`src/rwc_pkg.sv`:
```
package rwc_pkg;
    // apb byte offsets, one aligned word each
    localparam logic [7:0]  OFF_RESET_STATUS = 8'h00;
    localparam logic [7:0]  OFF_OPTION_A     = 8'h04;
    localparam logic [7:0]  OFF_OPTION_B     = 8'h08;
    localparam logic [7:0]  OFF_WDOG_COUNT   = 8'h0C;
    // reset_source_status bit positions
    localparam int          ST_POR           = 7;
    localparam int          ST_PIN           = 6;
    localparam int          ST_WDOG          = 5;
    localparam int          ST_ILLEGAL_OPCODE_RESET          = 4;
    localparam int          ST_ILLEGAL_ADDRESS_RESET          = 3;
    localparam int          ST_LVD           = 1;
    localparam logic [7:0]  STATUS_POR_VALUE = 8'h80;
    // option register fields and reset values
    localparam int          OPTA_WD_EN       = 7;
    localparam int          OPTA_WD_TMO      = 6;
    localparam int          OPTA_PIN_EN      = 0;
    localparam int          OPTB_WD_CLK      = 7;
    localparam logic [7:0]  OPTA_RESET       = 8'hC0;
    localparam logic [7:0]  OPTB_RESET       = 8'h00;
    // processor reset state and vector map
    localparam logic [15:0] RESET_VEC_HI     = 16'hFFFE;
    localparam logic [15:0] RESET_VEC_LO     = 16'hFFFF;
    localparam logic [15:0] IRQ_VEC_TOP      = 16'hFFFC;
    localparam logic [15:0] SP_RESET         = 16'h00FF;
    localparam int          CCR_I_BIT        = 3;
    localparam logic [7:0]  CCR_RESET        = 8'h08;
    localparam int          NUM_IRQ          = 8;
    localparam logic [2:0]  PUSH_LAST        = 3'h4;
    localparam logic [2:0]  FILL_LAST        = 3'h2;
    // watchdog overflow counts
    localparam int          WD_W             = 19;
    localparam logic [18:0] WD_32K_SHORT     = 19'h0_0400;
    localparam logic [18:0] WD_32K_LONG      = 19'h0_2000;
    localparam logic [18:0] WD_BUS_SHORT     = 19'h0_2000;
    localparam logic [18:0] WD_BUS_LONG      = 19'h4_0000;
    // cycles the internal reset is held after any source
    localparam logic [2:0]  RST_HOLD_CYC     = 3'h4;

    typedef struct packed {
        logic [15:0] pc;
        logic [15:0] sp;
        logic [7:0]  acc;
        logic [7:0]  idx;
        logic [7:0]  condition_code_reg;
    } rwc_cpu_regs_t;

    typedef struct packed {
        logic        req;
        logic        we;
        logic [15:0] addr;
        logic [7:0]  wdata;
    } rwc_mem_bus_t;

    // overflow count for the selected clock and time-out
    function automatic logic [18:0] wd_limit(input logic clk_sel, input logic tmo);
        if (clk_sel) begin
            wd_limit = tmo ? WD_BUS_LONG : WD_BUS_SHORT;
        end else begin
            wd_limit = tmo ? WD_32K_LONG : WD_32K_SHORT;
        end
    endfunction : wd_limit

    // lowest index wins: index 0 has the highest priority
    function automatic logic [2:0] prio_pick(input logic [7:0] req);
        prio_pick = 3'h0;
        for (int i = NUM_IRQ - 1; i >= 0; i--) begin
            if (req[i]) begin
                prio_pick = 3'(i);
            end
        end
    endfunction : prio_pick
endpackage : rwc_pkg

```
`src/rwc_top.sv`:
```
`timescale 1ns/1ps
module rwc_top (
    input  wire logic                  pclk,
    input  wire logic                  presetn,
    input  wire logic                  psel,
    input  wire logic                  penable,
    input  wire logic                  pwrite,
    input  wire logic [7:0]            paddr,
    input  wire logic [31:0]           pwdata,
    output logic      [31:0]           prdata,
    output logic                       pready,
    output logic                       pslverr,
    input  wire logic                  reset_pin_n,
    input  wire logic                  low_voltage_detect,
    input  wire logic                  illegal_opcode_reset,
    input  wire logic                  illegal_address_reset,
    input  wire logic                  debug_force_reset,
    input  wire logic                  clk32k_tick,
    input  wire logic                  stop_mode,
    input  wire logic                  debug_mode,
    output logic                       system_reset,
    output logic                       peripherals_disabled,
    output logic                       gpio_force_input,
    output logic                       gpio_pullup_off,
    input  wire logic [7:0]            irq_flags,
    input  wire logic [7:0]            irq_enables,
    input  wire logic                  instr_boundary,
    input  wire logic                  rti_start,
    input  wire rwc_pkg::rwc_cpu_regs_t core_regs,
    output rwc_pkg::rwc_mem_bus_t      mem,
    input  wire logic [7:0]            mem_rdata,
    output rwc_pkg::rwc_cpu_regs_t     seq_regs,
    output logic [23:0]                prefetch_q,
    output logic                       seq_busy,
    output logic                       seq_done
);
    import rwc_pkg::*;

    typedef enum {
        S_HOLD, S_RVEC_HI, S_RVEC_LO, S_RUN, S_PUSH, S_IVEC_HI, S_IVEC_LO, S_POP, S_FILL
    } rwc_state_t;

    rwc_state_t        state;
    rwc_state_t        next_state;
    logic [2:0]        step;
    logic [2:0]        rst_cnt;
    logic [7:0]        status;
    logic [7:0]        opt_a;
    logic [7:0]        opt_b;
    logic              a_locked;
    logic              b_locked;
    logic [WD_W-1:0]   wd_cnt;
    logic [WD_W-1:0]   next_wd_cnt;
    logic              stop_q;
    logic [15:0]       vec_addr;
    logic              done_q;

    // apb decode
    wire apb_wr     = psel & penable & pwrite;
    wire hit_status = (paddr == OFF_RESET_STATUS);
    wire hit_opt_a  = (paddr == OFF_OPTION_A);
    wire hit_opt_b  = (paddr == OFF_OPTION_B);
    wire hit_wdog   = (paddr == OFF_WDOG_COUNT);
    wire mapped     = hit_status | hit_opt_a | hit_opt_b | hit_wdog;
    wire wr_status  = apb_wr & hit_status;
    wire wr_opt_a   = apb_wr & hit_opt_a & ~a_locked;
    wire wr_opt_b   = apb_wr & hit_opt_b & ~b_locked;

    // zero wait states; an unmapped address errors and reads zero
    assign pready  = 1'b1;
    assign pslverr = psel & penable & ~mapped;
    assign prdata  = hit_status ? {24'h00_0000, status} :
                     hit_opt_a  ? {24'h00_0000, opt_a} :
                     hit_opt_b  ? {24'h00_0000, opt_b} :
                     hit_wdog   ? {13'h0000, wd_cnt} : 32'h0000_0000;

    // option fields steering the watchdog and the pin reset
    wire wd_en   = opt_a[OPTA_WD_EN];
    wire wd_tmo  = opt_a[OPTA_WD_TMO];
    wire pin_en  = opt_a[OPTA_PIN_EN];
    wire wd_clk  = opt_b[OPTB_WD_CLK];

    // reset sources; the pin only counts when enabled
    wire in_reset   = (rst_cnt != 3'h0);
    wire pin_rst    = pin_en & ~reset_pin_n;
    wire wd_tick    = wd_clk ? 1'b1 : clk32k_tick;
    wire wd_service = wr_status | wr_opt_a | wr_opt_b;
    wire wd_ovf     = wd_en & wd_tick & ~debug_mode & ~stop_mode & ~wd_service & ~in_reset
                      & (wd_cnt == (wd_limit(wd_clk, wd_tmo) - 19'h0_0001));
    wire any_src    = pin_rst | low_voltage_detect | illegal_opcode_reset
                      | illegal_address_reset | debug_force_reset | wd_ovf;
    wire rst_start  = any_src & ~in_reset;

    // reset held for a few cycles; a new source is ignored while held
    always_ff @(posedge pclk or negedge presetn) begin
        if (!presetn) begin
            rst_cnt <= RST_HOLD_CYC;
        end else if (rst_start) begin
            rst_cnt <= RST_HOLD_CYC;
        end else if (in_reset) begin
            rst_cnt <= rst_cnt - 3'h1;
        end
    end

    // pins and peripherals stay quiet while reset is held
    assign system_reset         = in_reset;
    assign peripherals_disabled = in_reset;
    assign gpio_force_input     = in_reset;
    assign gpio_pullup_off      = in_reset;

    // latest source is recorded; a debug-forced reset leaves it as it was
    always_ff @(posedge pclk or negedge presetn) begin
        if (!presetn) begin
            status <= STATUS_POR_VALUE;
        end else if (rst_start && !(debug_force_reset && !(any_src & ~debug_force_reset))) begin
            status <= '0;
            status[ST_PIN]  <= pin_rst;
            status[ST_LVD]  <= low_voltage_detect;
            status[ST_WDOG] <= wd_ovf;
            status[ST_ILLEGAL_OPCODE_RESET] <= illegal_opcode_reset;
            status[ST_ILLEGAL_ADDRESS_RESET] <= illegal_address_reset;
        end
    end

    // write-once options: defaults restored and unlocked by every reset
    always_ff @(posedge pclk or negedge presetn) begin
        if (!presetn) begin
            opt_a    <= OPTA_RESET;
            opt_b    <= OPTB_RESET;
            a_locked <= 1'b0;
            b_locked <= 1'b0;
        end else if (in_reset) begin
            opt_a    <= OPTA_RESET;
            opt_b    <= OPTB_RESET;
            a_locked <= 1'b0;
            b_locked <= 1'b0;
        end else begin
            if (wr_opt_a) begin
                opt_a    <= pwdata[7:0];
                a_locked <= 1'b1;
            end
            if (wr_opt_b) begin
                opt_b    <= pwdata[7:0];
                b_locked <= 1'b1;
            end
        end
    end

    // watchdog next value; 19 bits cover the longest count
    wire stop_rise = stop_mode & ~stop_q;
    always_comb begin
        next_wd_cnt = wd_cnt;
        if (in_reset || wd_ovf || wd_service || !wd_en) begin
            next_wd_cnt = '0;
        end else if (debug_mode) begin
            next_wd_cnt = wd_cnt;
        end else if (stop_mode) begin
            // 32 kHz: zero on entry and held there; bus: frozen
            if (!wd_clk && stop_rise) begin
                next_wd_cnt = '0;
            end else begin
                next_wd_cnt = wd_cnt;
            end
        end else if (wd_tick) begin
            next_wd_cnt = wd_cnt + 19'h0_0001;
        end
    end

    always_ff @(posedge pclk or negedge presetn) begin
        if (!presetn) begin
            wd_cnt <= '0;
            stop_q <= 1'b0;
        end else begin
            wd_cnt <= next_wd_cnt;
            stop_q <= stop_mode;
        end
    end

    // interrupt qualification and priority
    wire [7:0] irq_live  = irq_flags & irq_enables;
    wire       irq_qual  = (|irq_live) & ~core_regs.condition_code_reg[CCR_I_BIT];
    wire [2:0] irq_win   = prio_pick(irq_live);
    wire [15:0] irq_vec  = IRQ_VEC_TOP - {12'h000, irq_win, 1'b0};
    wire       take_irq  = (state == S_RUN) & instr_boundary & irq_qual & ~rti_start;
    wire       take_rti  = (state == S_RUN) & rti_start;

    // byte pushed at each stacking step; no index high byte exists here
    wire [7:0] push_byte = (step == 3'h0) ? seq_regs.pc[7:0] :
                           (step == 3'h1) ? seq_regs.pc[15:8] :
                           (step == 3'h2) ? seq_regs.idx :
                           (step == 3'h3) ? seq_regs.acc : seq_regs.condition_code_reg;

    // memory requests follow the sequencer state
    always_comb begin
        mem = '0;
        case (state)
            S_RVEC_HI: begin
                mem.req  = 1'b1;
                mem.addr = RESET_VEC_HI;
            end
            S_RVEC_LO: begin
                mem.req  = 1'b1;
                mem.addr = RESET_VEC_LO;
            end
            S_PUSH: begin
                mem.req   = 1'b1;
                mem.we    = 1'b1;
                mem.addr  = seq_regs.sp;
                mem.wdata = push_byte;
            end
            S_IVEC_HI: begin
                mem.req  = 1'b1;
                mem.addr = vec_addr;
            end
            S_IVEC_LO: begin
                mem.req  = 1'b1;
                mem.addr = vec_addr + 16'h0001;
            end
            S_POP: begin
                mem.req  = 1'b1;
                mem.addr = seq_regs.sp + 16'h0001;
            end
            S_FILL: begin
                mem.req  = 1'b1;
                mem.addr = seq_regs.pc + {13'h0000, step};
            end
            default: begin
                mem = '0;
            end
        endcase
    end

    // state transitions; any reset source restarts from hold
    always_comb begin
        next_state = state;
        case (state)
            S_HOLD:    next_state = in_reset ? S_HOLD : S_RVEC_HI;
            S_RVEC_HI: next_state = S_RVEC_LO;
            S_RVEC_LO: next_state = S_FILL;
            S_RUN:     next_state = take_rti ? S_POP : (take_irq ? S_PUSH : S_RUN);
            S_PUSH:    next_state = (step == PUSH_LAST) ? S_IVEC_HI : S_PUSH;
            S_IVEC_HI: next_state = S_IVEC_LO;
            S_IVEC_LO: next_state = S_FILL;
            S_POP:     next_state = (step == PUSH_LAST) ? S_FILL : S_POP;
            S_FILL:    next_state = (step == FILL_LAST) ? S_RUN : S_FILL;
            default:   next_state = S_HOLD;
        endcase
        if (rst_start || in_reset) begin
            next_state = S_HOLD;
        end
    end

    assign seq_busy = (state != S_RUN);
    assign seq_done = done_q;

    // sequencer datapath: register copy, step count, prefetch queue
    always_ff @(posedge pclk or negedge presetn) begin
        if (!presetn) begin
            state      <= S_HOLD;
            step       <= 3'h0;
            vec_addr   <= '0;
            prefetch_q <= '0;
            done_q     <= 1'b0;
            seq_regs   <= '0;
        end else begin
            state  <= next_state;
            done_q <= (state == S_FILL) && (step == FILL_LAST) && !in_reset && !rst_start;
            step   <= (next_state != state) ? 3'h0 : step + 3'h1;
            case (state)
                S_HOLD: begin
                    seq_regs.sp  <= SP_RESET;
                    seq_regs.condition_code_reg <= CCR_RESET;
                    seq_regs.acc <= '0;
                    seq_regs.idx <= '0;
                end
                S_RVEC_HI: seq_regs.pc[15:8] <= mem_rdata;
                S_RVEC_LO: seq_regs.pc[7:0]  <= mem_rdata;
                S_RUN: begin
                    // core's pc is already the next instruction's address
                    if (take_irq || take_rti) begin
                        seq_regs <= core_regs;
                    end
                    vec_addr <= irq_vec;
                end
                S_PUSH: begin
                    seq_regs.sp <= seq_regs.sp - 16'h0001;
                    if (step == PUSH_LAST) begin
                        seq_regs.condition_code_reg[CCR_I_BIT] <= 1'b1;
                    end
                end
                S_IVEC_HI: seq_regs.pc[15:8] <= mem_rdata;
                S_IVEC_LO: seq_regs.pc[7:0]  <= mem_rdata;
                S_POP: begin
                    seq_regs.sp <= seq_regs.sp + 16'h0001;
                    case (step)
                        3'h0:    seq_regs.condition_code_reg       <= mem_rdata;
                        3'h1:    seq_regs.acc       <= mem_rdata;
                        3'h2:    seq_regs.idx       <= mem_rdata;
                        3'h3:    seq_regs.pc[15:8]  <= mem_rdata;
                        default: seq_regs.pc[7:0]   <= mem_rdata;
                    endcase
                end
                S_FILL: begin
                    // three bytes queued, oldest in the low byte
                    prefetch_q <= {mem_rdata, prefetch_q[23:8]};
                end
                default: begin
                    seq_regs <= seq_regs;
                end
            endcase
        end
    end
endmodule : rwc_top

```
`config.mk`:
```
export PLATFORM = sky130hd
export DESIGN_NAME = rwc_top
export DESIGN_NICKNAME = d
export VERILOG_FILES = /design/src/rwc_pkg.sv /design/src/rwc_top.sv
export SDC_FILE = /design/constraint.sdc
export NUM_CORES = 1
export LEC_CHECK = 0
export BUFFER_PORTS_ARGS = -buffer_cell sky130_fd_sc_hd__buf_2
export CAP_MARGIN = 25
export CORE_MARGIN = 1
export CORE_UTILIZATION = 30
export DETAILED_ROUTE_END_ITERATION = 6
export GPL_ROUTABILITY_DRIVEN = 0
export MAX_ROUTING_LAYER = met4
export PLACE_DENSITY = 0.62
export SYNTH_ARGS = -nofsm -noshare
export SYNTH_HDL_FRONTEND = slang
export SYNTH_SLANG_ARGS = --single-unit
```
`constraint.sdc`:
```
create_clock -name pclk -period 2.79 [get_ports pclk]
set_input_delay 0.1395 -clock pclk [delete_from_list [all_inputs] [get_ports pclk]]
set_output_delay 0.1395 -clock pclk [all_outputs]
set_load 0.05 [all_outputs]
```
-- Word level (Yosys, flattened, before mapping)
Index checks and enable logic that the tools add are counted.
- flip-flop bits (word level): 179
- bits in latches: 0
- memory bits (writable): 0
- memory bits (read-only): 0
- bits of input ports: 135
- memories kept: 0
- $add $sub $neg: 9
- $mul: 0
- divide/modulo/power cells: 0
- magnitude comparators: 0
- eq/ne operators: 29
- shifts and indexed selects: 0
- multiplexer cells: 61
- bitwise operators: 46
- reduce and logical (&&, ||, !) cells: 42
- operators with widths (operator ; count):
    $mux 19 ; 11
    $eq 32x3->1 const B ; 5
    $mux 8 ; 14
    $pmux 16 s7 ; 1
    $eq 32x2->1 const B ; 2
    $pmux 16 s4 ; 1
    $pmux 20 s3 ; 1
    $mux 56 ; 1
    $pmux 8 s3 ; 2
    $mux 3 ; 13
    $add 16x1->16 const B ; 2
    $eq 32x1->1 const B ; 1
    $eq 32x4->1 const B ; 1
    $eq 32x5->1 const B ; 1
    $logic_not 32->1 ; 1
    $mux 32 ; 1
    $ne 32x3->1 const B ; 1
    $ne 32x32->1 ; 1
    $pmux 4 s8 ; 1
    $and 1x1->1 ; 23
    $add 19x1->19 const B ; 1
    $eq 19x19->1 ; 1
    $sub 19x1->19 const B ; 1
    $reduce_and 3->1 ; 6
    35 further kinds ; 94

-- Longest topological paths before layout
Gate-level depths: netlist (run 1).
- word-level depth: 16
- mapped depth: 10

-- Worst setup path before layout (run 1)
No wires, ideal clock.
- kind: flip-flop to output port
- start: reg seq_regs[40] (netlist name)
- end: out mem[16] (netlist name)
- data arrival time: 2894 ps
- required time: 2651 ps
- setup slack: -244 ps
- cell stages (with the launch flop): 8
- cells stage by stage: dfrtp_1 ha_1 fa_1 a21o_1 and4_1 nand2_1 xor2_1 o21ai_0
- RTL lines (element ; RTL line ; source):
    from (decl) ; rwc_top.sv:32 ; output rwc_pkg::rwc_cpu_regs_t seq_regs,
    from (signal assigned) ; rwc_top.sv:281 ; seq_regs <= core_regs;
    from (signal assigned) ; rwc_top.sv:308 ; seq_regs <= seq_regs;
    to (decl) ; rwc_top.sv:30 ; output rwc_pkg::rwc_mem_bus_t mem,

==> results of run 1 <==
## worst min-delay path, stage by stage
cell and delay (ns):
buf_2 0.08, a221oi_1 0.06, o21ai_0 0.14
## flip-flops by register name, indices dropped and copies added (netlist names), 4 cells and up
signal and flops:
seq_regs 56, prefetch_q 24, wd_cnt 19, opt_a 8
opt_b 8, status 6, vec_addr 5, state 4
## routing by layer
metal  part of all wire [%]  routed length [µm]  track usage (%)  up-vias
li1                       -                   -                -     4410
met1                     43               13800             27.4     4433
met2                     47               15000             34.7      412
met3                    7.0                2250             4.20       57
met4                    2.5                 789             6.74        0
met5                      0                   0                -        -
## how the worst max path moves through the flow
stage	from	endpoint	slack (ns)	cells past startpoint
CTS	step[1]	mem[17]	0.002	8
detailed placement	step[2]	mem[21]	0.18	7
finish	step[1]	mem[17]	0.11	8
floorplan	seq_regs[41]	mem[17]	-0.05	7
global route	step[2]	mem[7]	-0.008	9
global placement	step[2]	mem[21]	0.25	7
## synthesized netlist by cell type, drive strengths merged (7+ instances only)
cell | count | share of area (%)
inv | 27 | 1.1
a22oi | 13 | 1.1
nor4 | 19 | 1.8
and2 | 20 | 1.4
dfrtp | 136 | 38
buf | 28 | 2.0
o22ai | 10 | 0.69
mux2i | 33 | 3.6
ha | 14 | 1.9
nor3 | 27 | 1.6
clkbuf | 56 | 2.3
nor2 | 87 | 3.6
nand2 | 174 | 7.2
mux2 | 26 | 3.4
a21oi | 83 | 4.6
o21ai | 107 | 5.9
a211oi | 8 | 0.66
nand3 | 27 | 1.5
nor2b | 10 | 0.69
xor2 | 18 | 1.7
o2111ai | 8 | 0.77
nand4 | 10 | 0.76
nand2b | 8 | 0.55
xnor2 | 16 | 1.5
and3 | 16 | 1.1
a21o | 7 | 0.58
## per-stage QoR
step / cells / TNS [ns]
floorplan: 1092 / -0.0481
global placement: 1698 / 0
detailed placement: 1698 / 0
CTS: 1767 / 0
global route: 1770 / -0.0147
finish: 1770 / 0
## cell families (layout without fill, tap and decap cells)
family,after synthesis,count (layout)
other,2,14
multiplexers,65,65
flip-flops,140,140
AND/OR/NAND/NOR,430,430
AO/OA/AOI/OAI,283,283
buffers and inverters,111,399
XOR/XNOR,34,34
adder cells (fa/ha/maj),15,15
## power groups by stage
stage / combinational, mW / clock (mW) / sequential [mW]
CTS: 1.91 / 2.45 / 2.41
global placement: 1.82 / 0 / 2.44
finish: 1.93 / 2.39 / 2.43
detailed placement: 1.84 / 0 / 2.45
floorplan: 1.09 / 0 / 2.58
global route: 2.10 / 2.53 / 2.44
## timing repair
action                                  CTS  global route
gates resized for setup                  11            21
endpoints found under the setup margin   10            18
hold buffers                             37             0
endpoints found under the hold margin   108             0
setup buffers                             0             3
pin swaps                                 0             2
## area by class of cell
type | instances | area, µm²
Clock buffer | 17 | 425
Clock inverter | 15 | 191
Fill cell | 2993 | 17600
Inverter | 27 | 101
Multi-Input combinational cell | 841 | 5230
Sequential cell | 140 | 3520
Tap cell | 390 | 488
Timing Repair Buffer | 340 | 2150
## placed cells by master (no fill, tap or decap), drive strengths merged, types with 5 or more instances in the layout
master       count
buf            299
nand2          174
dfrtp          136
o21ai          107
nor2            87
a21oi           83
dlygate4sd3     37
inv             36
mux2i           33
nand3           27
nor3            27
mux2            26
clkbuf          21
and2            20
nor4            19
xor2            18
and3            16
xnor2           16
conb            14
ha              14
a22oi           13
nor2b           10
o22ai           10
nand4           10
nand2b           8
a211oi           8
o2111ai          8
a21o             7
mux4             6
nor3b            6
or3              5
o31ai            5
or4              5
a221oi           5
==> out/metrics.cfg, run 1 <==
[outcome]
status = complete, no violations

[final_layout]
post-route-util_pct = 40.7
stdcell_area_um2 = 12100
final_layout_size_suffix_gt1_share_pct = 29.9
final_nets = 1517
area_growth_pct = 33.5
antenna_cells = 0

[logic_synthesis]
ys_ff_latch = 140
synth-compound-area-share_pct = 18.9
synth_top_family_by_area = simple AND/OR/NAND/NOR gates
synth_fa_ha_area_share_pct = 2.15
yosysWarnings = 0
ys.flop_type = dfrtp_1
yosys.area_share.simple_pct = 22.9
synth_mux_area_share_pct = 8.53
syn_area_um2 = 9060
synth-xor-area-share_pct = 3.29
post_synth_num_cell_types = 76
seq_area_frac_synth_pct = 38.7
synth_edf_count = 0
synthCells = 1080
async_reset_ff_share_pct = 100
synth_area_per_cell_um2 = 8.39

[pwr]
power.total_mw = 6.75
comb_power_share_pct = 28.6
ir_worst_vdd_mv = 0.386
switchingPower_mw = 2.58
p_per_area_nw_per_um2 = 558
seqPwrFrac_pct = 36.0
clkPwrFrac_pct = 35.5
switching_share_pct = 38.3
power.leakage_nw = 5.74
internal_power_mw = 4.17

[worst_setup_path]
regToRegStartpoint = wd_cnt[0]
cp_max_fo = 5
path_cells = ha_1 > a21o_1 > a21oi_4 > nor3_1 > and3_1 > xnor2_2 > o2111ai_2 > buf_12
slowest_delay_ns = 0.46
cp_slowest_cell = dfrtp_1
end_kind = primary output
r2r_end = status[6]
crit_arrival_ns = 2.54
cp.required_ns = 2.65
r2r_setup_slack_ns = 0.18
crit_family = compound AO/OA/AOI/OAI gates
worstSetupPathType = reg2out
start_kind = flip-flop
r2r.worst_path.cells = 7
worst-path-buf-inv = 1

[worst_hold_path]
holdCritStartpoint = core_regs[36]
holdPathStages = 3
hold_end = seq_regs[36]
hp-class = in2reg

[sta]
timing.final.ws_setup_ns = 0.113
fin_crit_ns = 2.68
final-setup-viol-count = 0
max_freq_ghz = 0.373
hold_violations = 0
fin_hold_ws_ns = 0.0122
rsz0062_at_grt = true
worst_pin_slew_ns = 1.01
period_share_pct = 96.0
relSlewSlack_pct = 32.0
fin_worst_skew_ns = 0.0209
drv_slew = 0

[floorplan]
io_pins = 281
core_area_um2 = 29700
chipWidth_um = 176
die-area_um2 = 30900
initial_core_util_pct = 30.5
die_h_um = 176
row_count = 63

[grt]
grt_max_degree = 73
grt_pass1_vias = 9161
grt-ovfl-total = 0
grt_pass1_wl_um = 50700
grt_antenna_before_repair = 0
grt_util_all_layers_pct = 21.6

[cts]
cts_tree = built
cts_buffer_depth = 2
clk_latency_ns = 0.43
cts.clk_slew.worst_paths_ns = 0.08
cts_max_level = 4
cts_sinks = 140
root_buffer = clkbuf_16
cts_inserted_buffers = 17

[drt]
wl_um = 31900
drc = 0
antenna_left = 0
num_vias = 9312
drtIter0Drc = 774
wl_per_cell_um = 18.0
via_per_inst = 5.26
drt_first_pass_iters = 5

[placement]
port_buffers = 242
hpwl_um = 23800
pre_cts_slack_ns = 0.184
post_dp_cell_area_um2 = 11000

[flow_run]
drv_cap = 0

Power figures use the tool's default switching activity.
==> run 2, diff against run 1 <==
--- a/config.mk
+++ b/config.mk
@@ -5,6 +5,7 @@
 export SDC_FILE = /design/constraint.sdc
 export NUM_CORES = 1
 export LEC_CHECK = 0
+export ABC_AREA = 1
 export BUFFER_PORTS_ARGS = -buffer_cell sky130_fd_sc_hd__buf_2
 export CAP_MARGIN = 25
 export CORE_MARGIN = 1
==> run 2 against run 1 <==
- sequential power down 7%
- fmax fell by 3.3%
- routed wire length decreased by 1.2%
- clock skew is 0.0080 ns lower
- clock power is 2% higher
- largest power group is now clock
==> out/metrics.cfg, run 2 <==
[worst_setup_path]
worstSetupPathType = reg2out
cp.required_ns = 2.65  ; about the same
cp_max_fo = 9  ; +4
crit_top_cell = buf_4
start_kind = flip-flop
cp_slowest_cell = dfrtp_1
regToRegStartpoint = state[3]
crit_arrival_ns = 2.63  ; +0.09 ns
crit_family = buffers and inverters
r2r.worst_path.cells = 7  ; unchanged
worst-path-buf-inv = 4  ; +3
r2r_setup_slack_ns = 0.38  ; +0.20 ns
path_cells = buf_4 > ha_1 > nand2_2 > inv_1 > buf_4 > nand2_1 > o311ai_0 > a21oi_1 > buf_2
slowest_delay_ns = 0.42  ; -0.04 ns
r2r_end = seq_regs[49]
end_kind = primary output

[final_layout]
final_layout_size_suffix_gt1_share_pct = 25.7  ; -4.2 points
post-route-util_pct = 40.6  ; -0.16 points
regMostFlops = seq_regs
layout_commonest_cell = nand2_1
largest_reg_flops = 56  ; unchanged
instances_no_fill = 1907  ; +7.7%
top_regs = seq_regs x56, prefetch_q x24, wd_cnt x19
area_growth_pct = 31.5
final_nets = 1659  ; +9.4%
fill_cells = 2980  ; -0.43%
final_cell_mix = nand2_1, buf_2, inv_1, nor2_1, dfrtp_1

[floorplan]
row_count = 62  ; -1.6%
chipWidth_um = 175  ; -0.64%
initial_core_util_pct = 30.8  ; +0.34 points
io_pins = 281  ; unchanged
core_area_um2 = 29000  ; -2.4%
die_h_um = 175  ; -0.64%
die-area_um2 = 30500  ; -1.3%

[cts]
cts_buffer_depth = 2  ; unchanged
cts_sinks = 140  ; unchanged
root_buffer = clkbuf_16
cts_tree = built
cts_inserted_buffers = 17  ; unchanged
cts_max_level = 4  ; unchanged
clk_latency_ns = 0.43  ; about the same
cts.clk_slew.worst_paths_ns = 0.06  ; -0.02 ns

[logic_synthesis]
netlist_top_cells_count = nand2_1, inv_1, nor2_1
ys.flop_type = dfrtp_1
yosys.area_share.simple_pct = 28.2  ; +5.3 points
synth_fa_ha_area_share_pct = 2.18  ; +0.028 points
synth_mux_area_share_pct = 0.881  ; -7.6 points
synth-compound-area-share_pct = 17.6  ; -1.3 points
synth_area_per_cell_um2 = 7.30  ; -13%
yosysWarnings = 0  ; unchanged
post_synth_num_cell_types = 59  ; -22%
async_reset_ff_share_pct = 100  ; unchanged
seq_area_frac_synth_pct = 39.2  ; +0.50 points
synthCells = 1225  ; +13%
yosysMostFrequentCell = nand2_1
ys_ff_latch = 140  ; unchanged
synth_top_family_by_area = simple AND/OR/NAND/NOR gates
synth-xor-area-share_pct = 1.17  ; -2.1 points
syn_area_um2 = 8950  ; -1.3%
synth_edf_count = 0  ; unchanged
synth_top_area_share_pct = 38.0  ; +0.49 points
ys_top_cells_by_area = dfrtp_1, nand2_1, inv_1
synth_top_area_cell = dfrtp_1

[worst_hold_path]
holdPathStages = 3  ; unchanged
holdCritStartpoint = core_regs[52]
hp-class = in2reg
hold_end = seq_regs[52]

[drt]
drc = 0  ; unchanged
antenna_left = 0  ; unchanged
wl_per_cell_um = 16.5  ; -8.3%
drt_first_pass_iters = 7  ; +2
num_vias = 9608  ; +3.2%
drtIter0Drc = 887  ; +15%
via_per_inst = 5.04  ; -4.2%
wl_um = 31500  ; -1.2%

[grt]
grt-ovfl-total = 0  ; unchanged
grt_antenna_before_repair = 1  ; +1
grt_max_degree = 71  ; -2.7%
grt_util_all_layers_pct = 21.2  ; -0.49 points
grt_pass1_wl_um = 49000  ; -3.4%
grt_pass1_vias = 8904  ; -2.8%

[sta]
relSlewSlack_pct = 51.2  ; +19 points
period_share_pct = 99.2  ; +3.3 points
fin_crit_ns = 2.77  ; +0.0916 ns
max_freq_ghz = 0.361  ; -3.3%
hold_violations = 0  ; unchanged
final-setup-viol-count = 0  ; unchanged
fin_worst_skew_ns = 0.0129  ; -0.00800 ns
rsz0062_at_grt = true
setup-tns-final_ns = 0  ; unchanged
timing.final.ws_setup_ns = 0.0210  ; -0.0916 ns
drv_slew = 0  ; unchanged
worst_pin_slew_ns = 0.732  ; -0.282 ns

[placement]
post-place-cells = 1828  ; +7.7%
hpwl_um = 23900  ; +0.12%
port_buffers = 242  ; unchanged
pre_cts_slack_ns = 0.235  ; +0.0504 ns

[flow_run]
drv_cap = 0  ; unchanged

[pwr]
p_per_area_nw_per_um2 = 553  ; -0.81%
ir_worst_vdd_mv = 0.359  ; -7.0%
power.total_mw = 6.51  ; -3.5%
power.leakage_nw = 5.87  ; +2.2%

[outcome]
status = complete, no violations

[run 2: worst max path at each step]
stage | start | slack (ns) | end | cells past startpoint
4_1_cts | step[1] | 0.03 | mem[6] | 9
6_report | step[0] | 0.02 | mem[0] | 9
3_5_place_dp | step[0] | 0.23 | mem[22] | 14
2_1_floorplan | seq_regs[40] | 0.02 | mem[18] | 11
3_3_place_gp | step[0] | 0.27 | mem[22] | 14
5_1_grt | step[0] | -0.11 | mem[22] | 14
[run 2: power breakdown]
group | internal [mW] | total, mW | switching (mW)
clock network | 1.43 | 2.43 | 0.996
registers | 2.14 | 2.25 | 0.107
logic | 0.562 | 1.83 | 1.27
[run 2: repair_timing]
action	in CTS	in global routing
endpoints found under the hold margin	109	0
pin swaps	4	12
hold buffers	41	0
gates resized for setup	19	51
buffers inserted	2	3
setup endpoints to repair	13	16
[run 2: cell type report]
class / instances / area, µm² / area share (%)
Sequential cell: 140 / 3510 / 29.9
Clock buffer: 18 / 429 / 3.65
Tap cell: 384 / 480 / 4.08
Multi-Input combinational cell: 880 / 4620 / 39.3
Inverter: 161 / 618 / 5.25
Timing Repair Buffer: 309 / 1910 / 16.3
Antenna cell: 1 / 2.50 / 0.0213
Clock inverter: 14 / 184 / 1.56
[run 2: worst reg2reg max path, cell delays in order (launching register included)]
cell	delay [ns]
dfrtp_1	0.52
inv_2	0.13
nand2_4	0.11
nor2_2	0.05
inv_1	0.49
nand2_1	0.48
o211ai_1	0.38
o21ai_1	0.11
[run 2: cell families after synthesis]
logic type,Yosys count
AOI/OAI and AO/OA,254
xor gates and xnor gates,12
adders and majority gates,15
buffers and inverters,217
DFF,140
muxes,7
other,2
and+or+nand+nor,578
[run 2: routing by layer]
metal | GRT usage [%] | part of all wire (%)
met4 | 6.85 | 2.1
met1 | 28.3 | 44
met2 | 32.3 | 47
met5 | - | 0
met3 | 3.66 | 6.9
[run 2: metrics by stage]
stage / hold WS [ns] / instance area (µm²)
after global placement: 0.223 / 10500
after floorplan: -0.156 / 9010
final: 0.0120 / 11800
after CTS: 0.00402 / 11600
after detailed placement: 0.234 / 10500
after global routing: 0.0136 / 11800
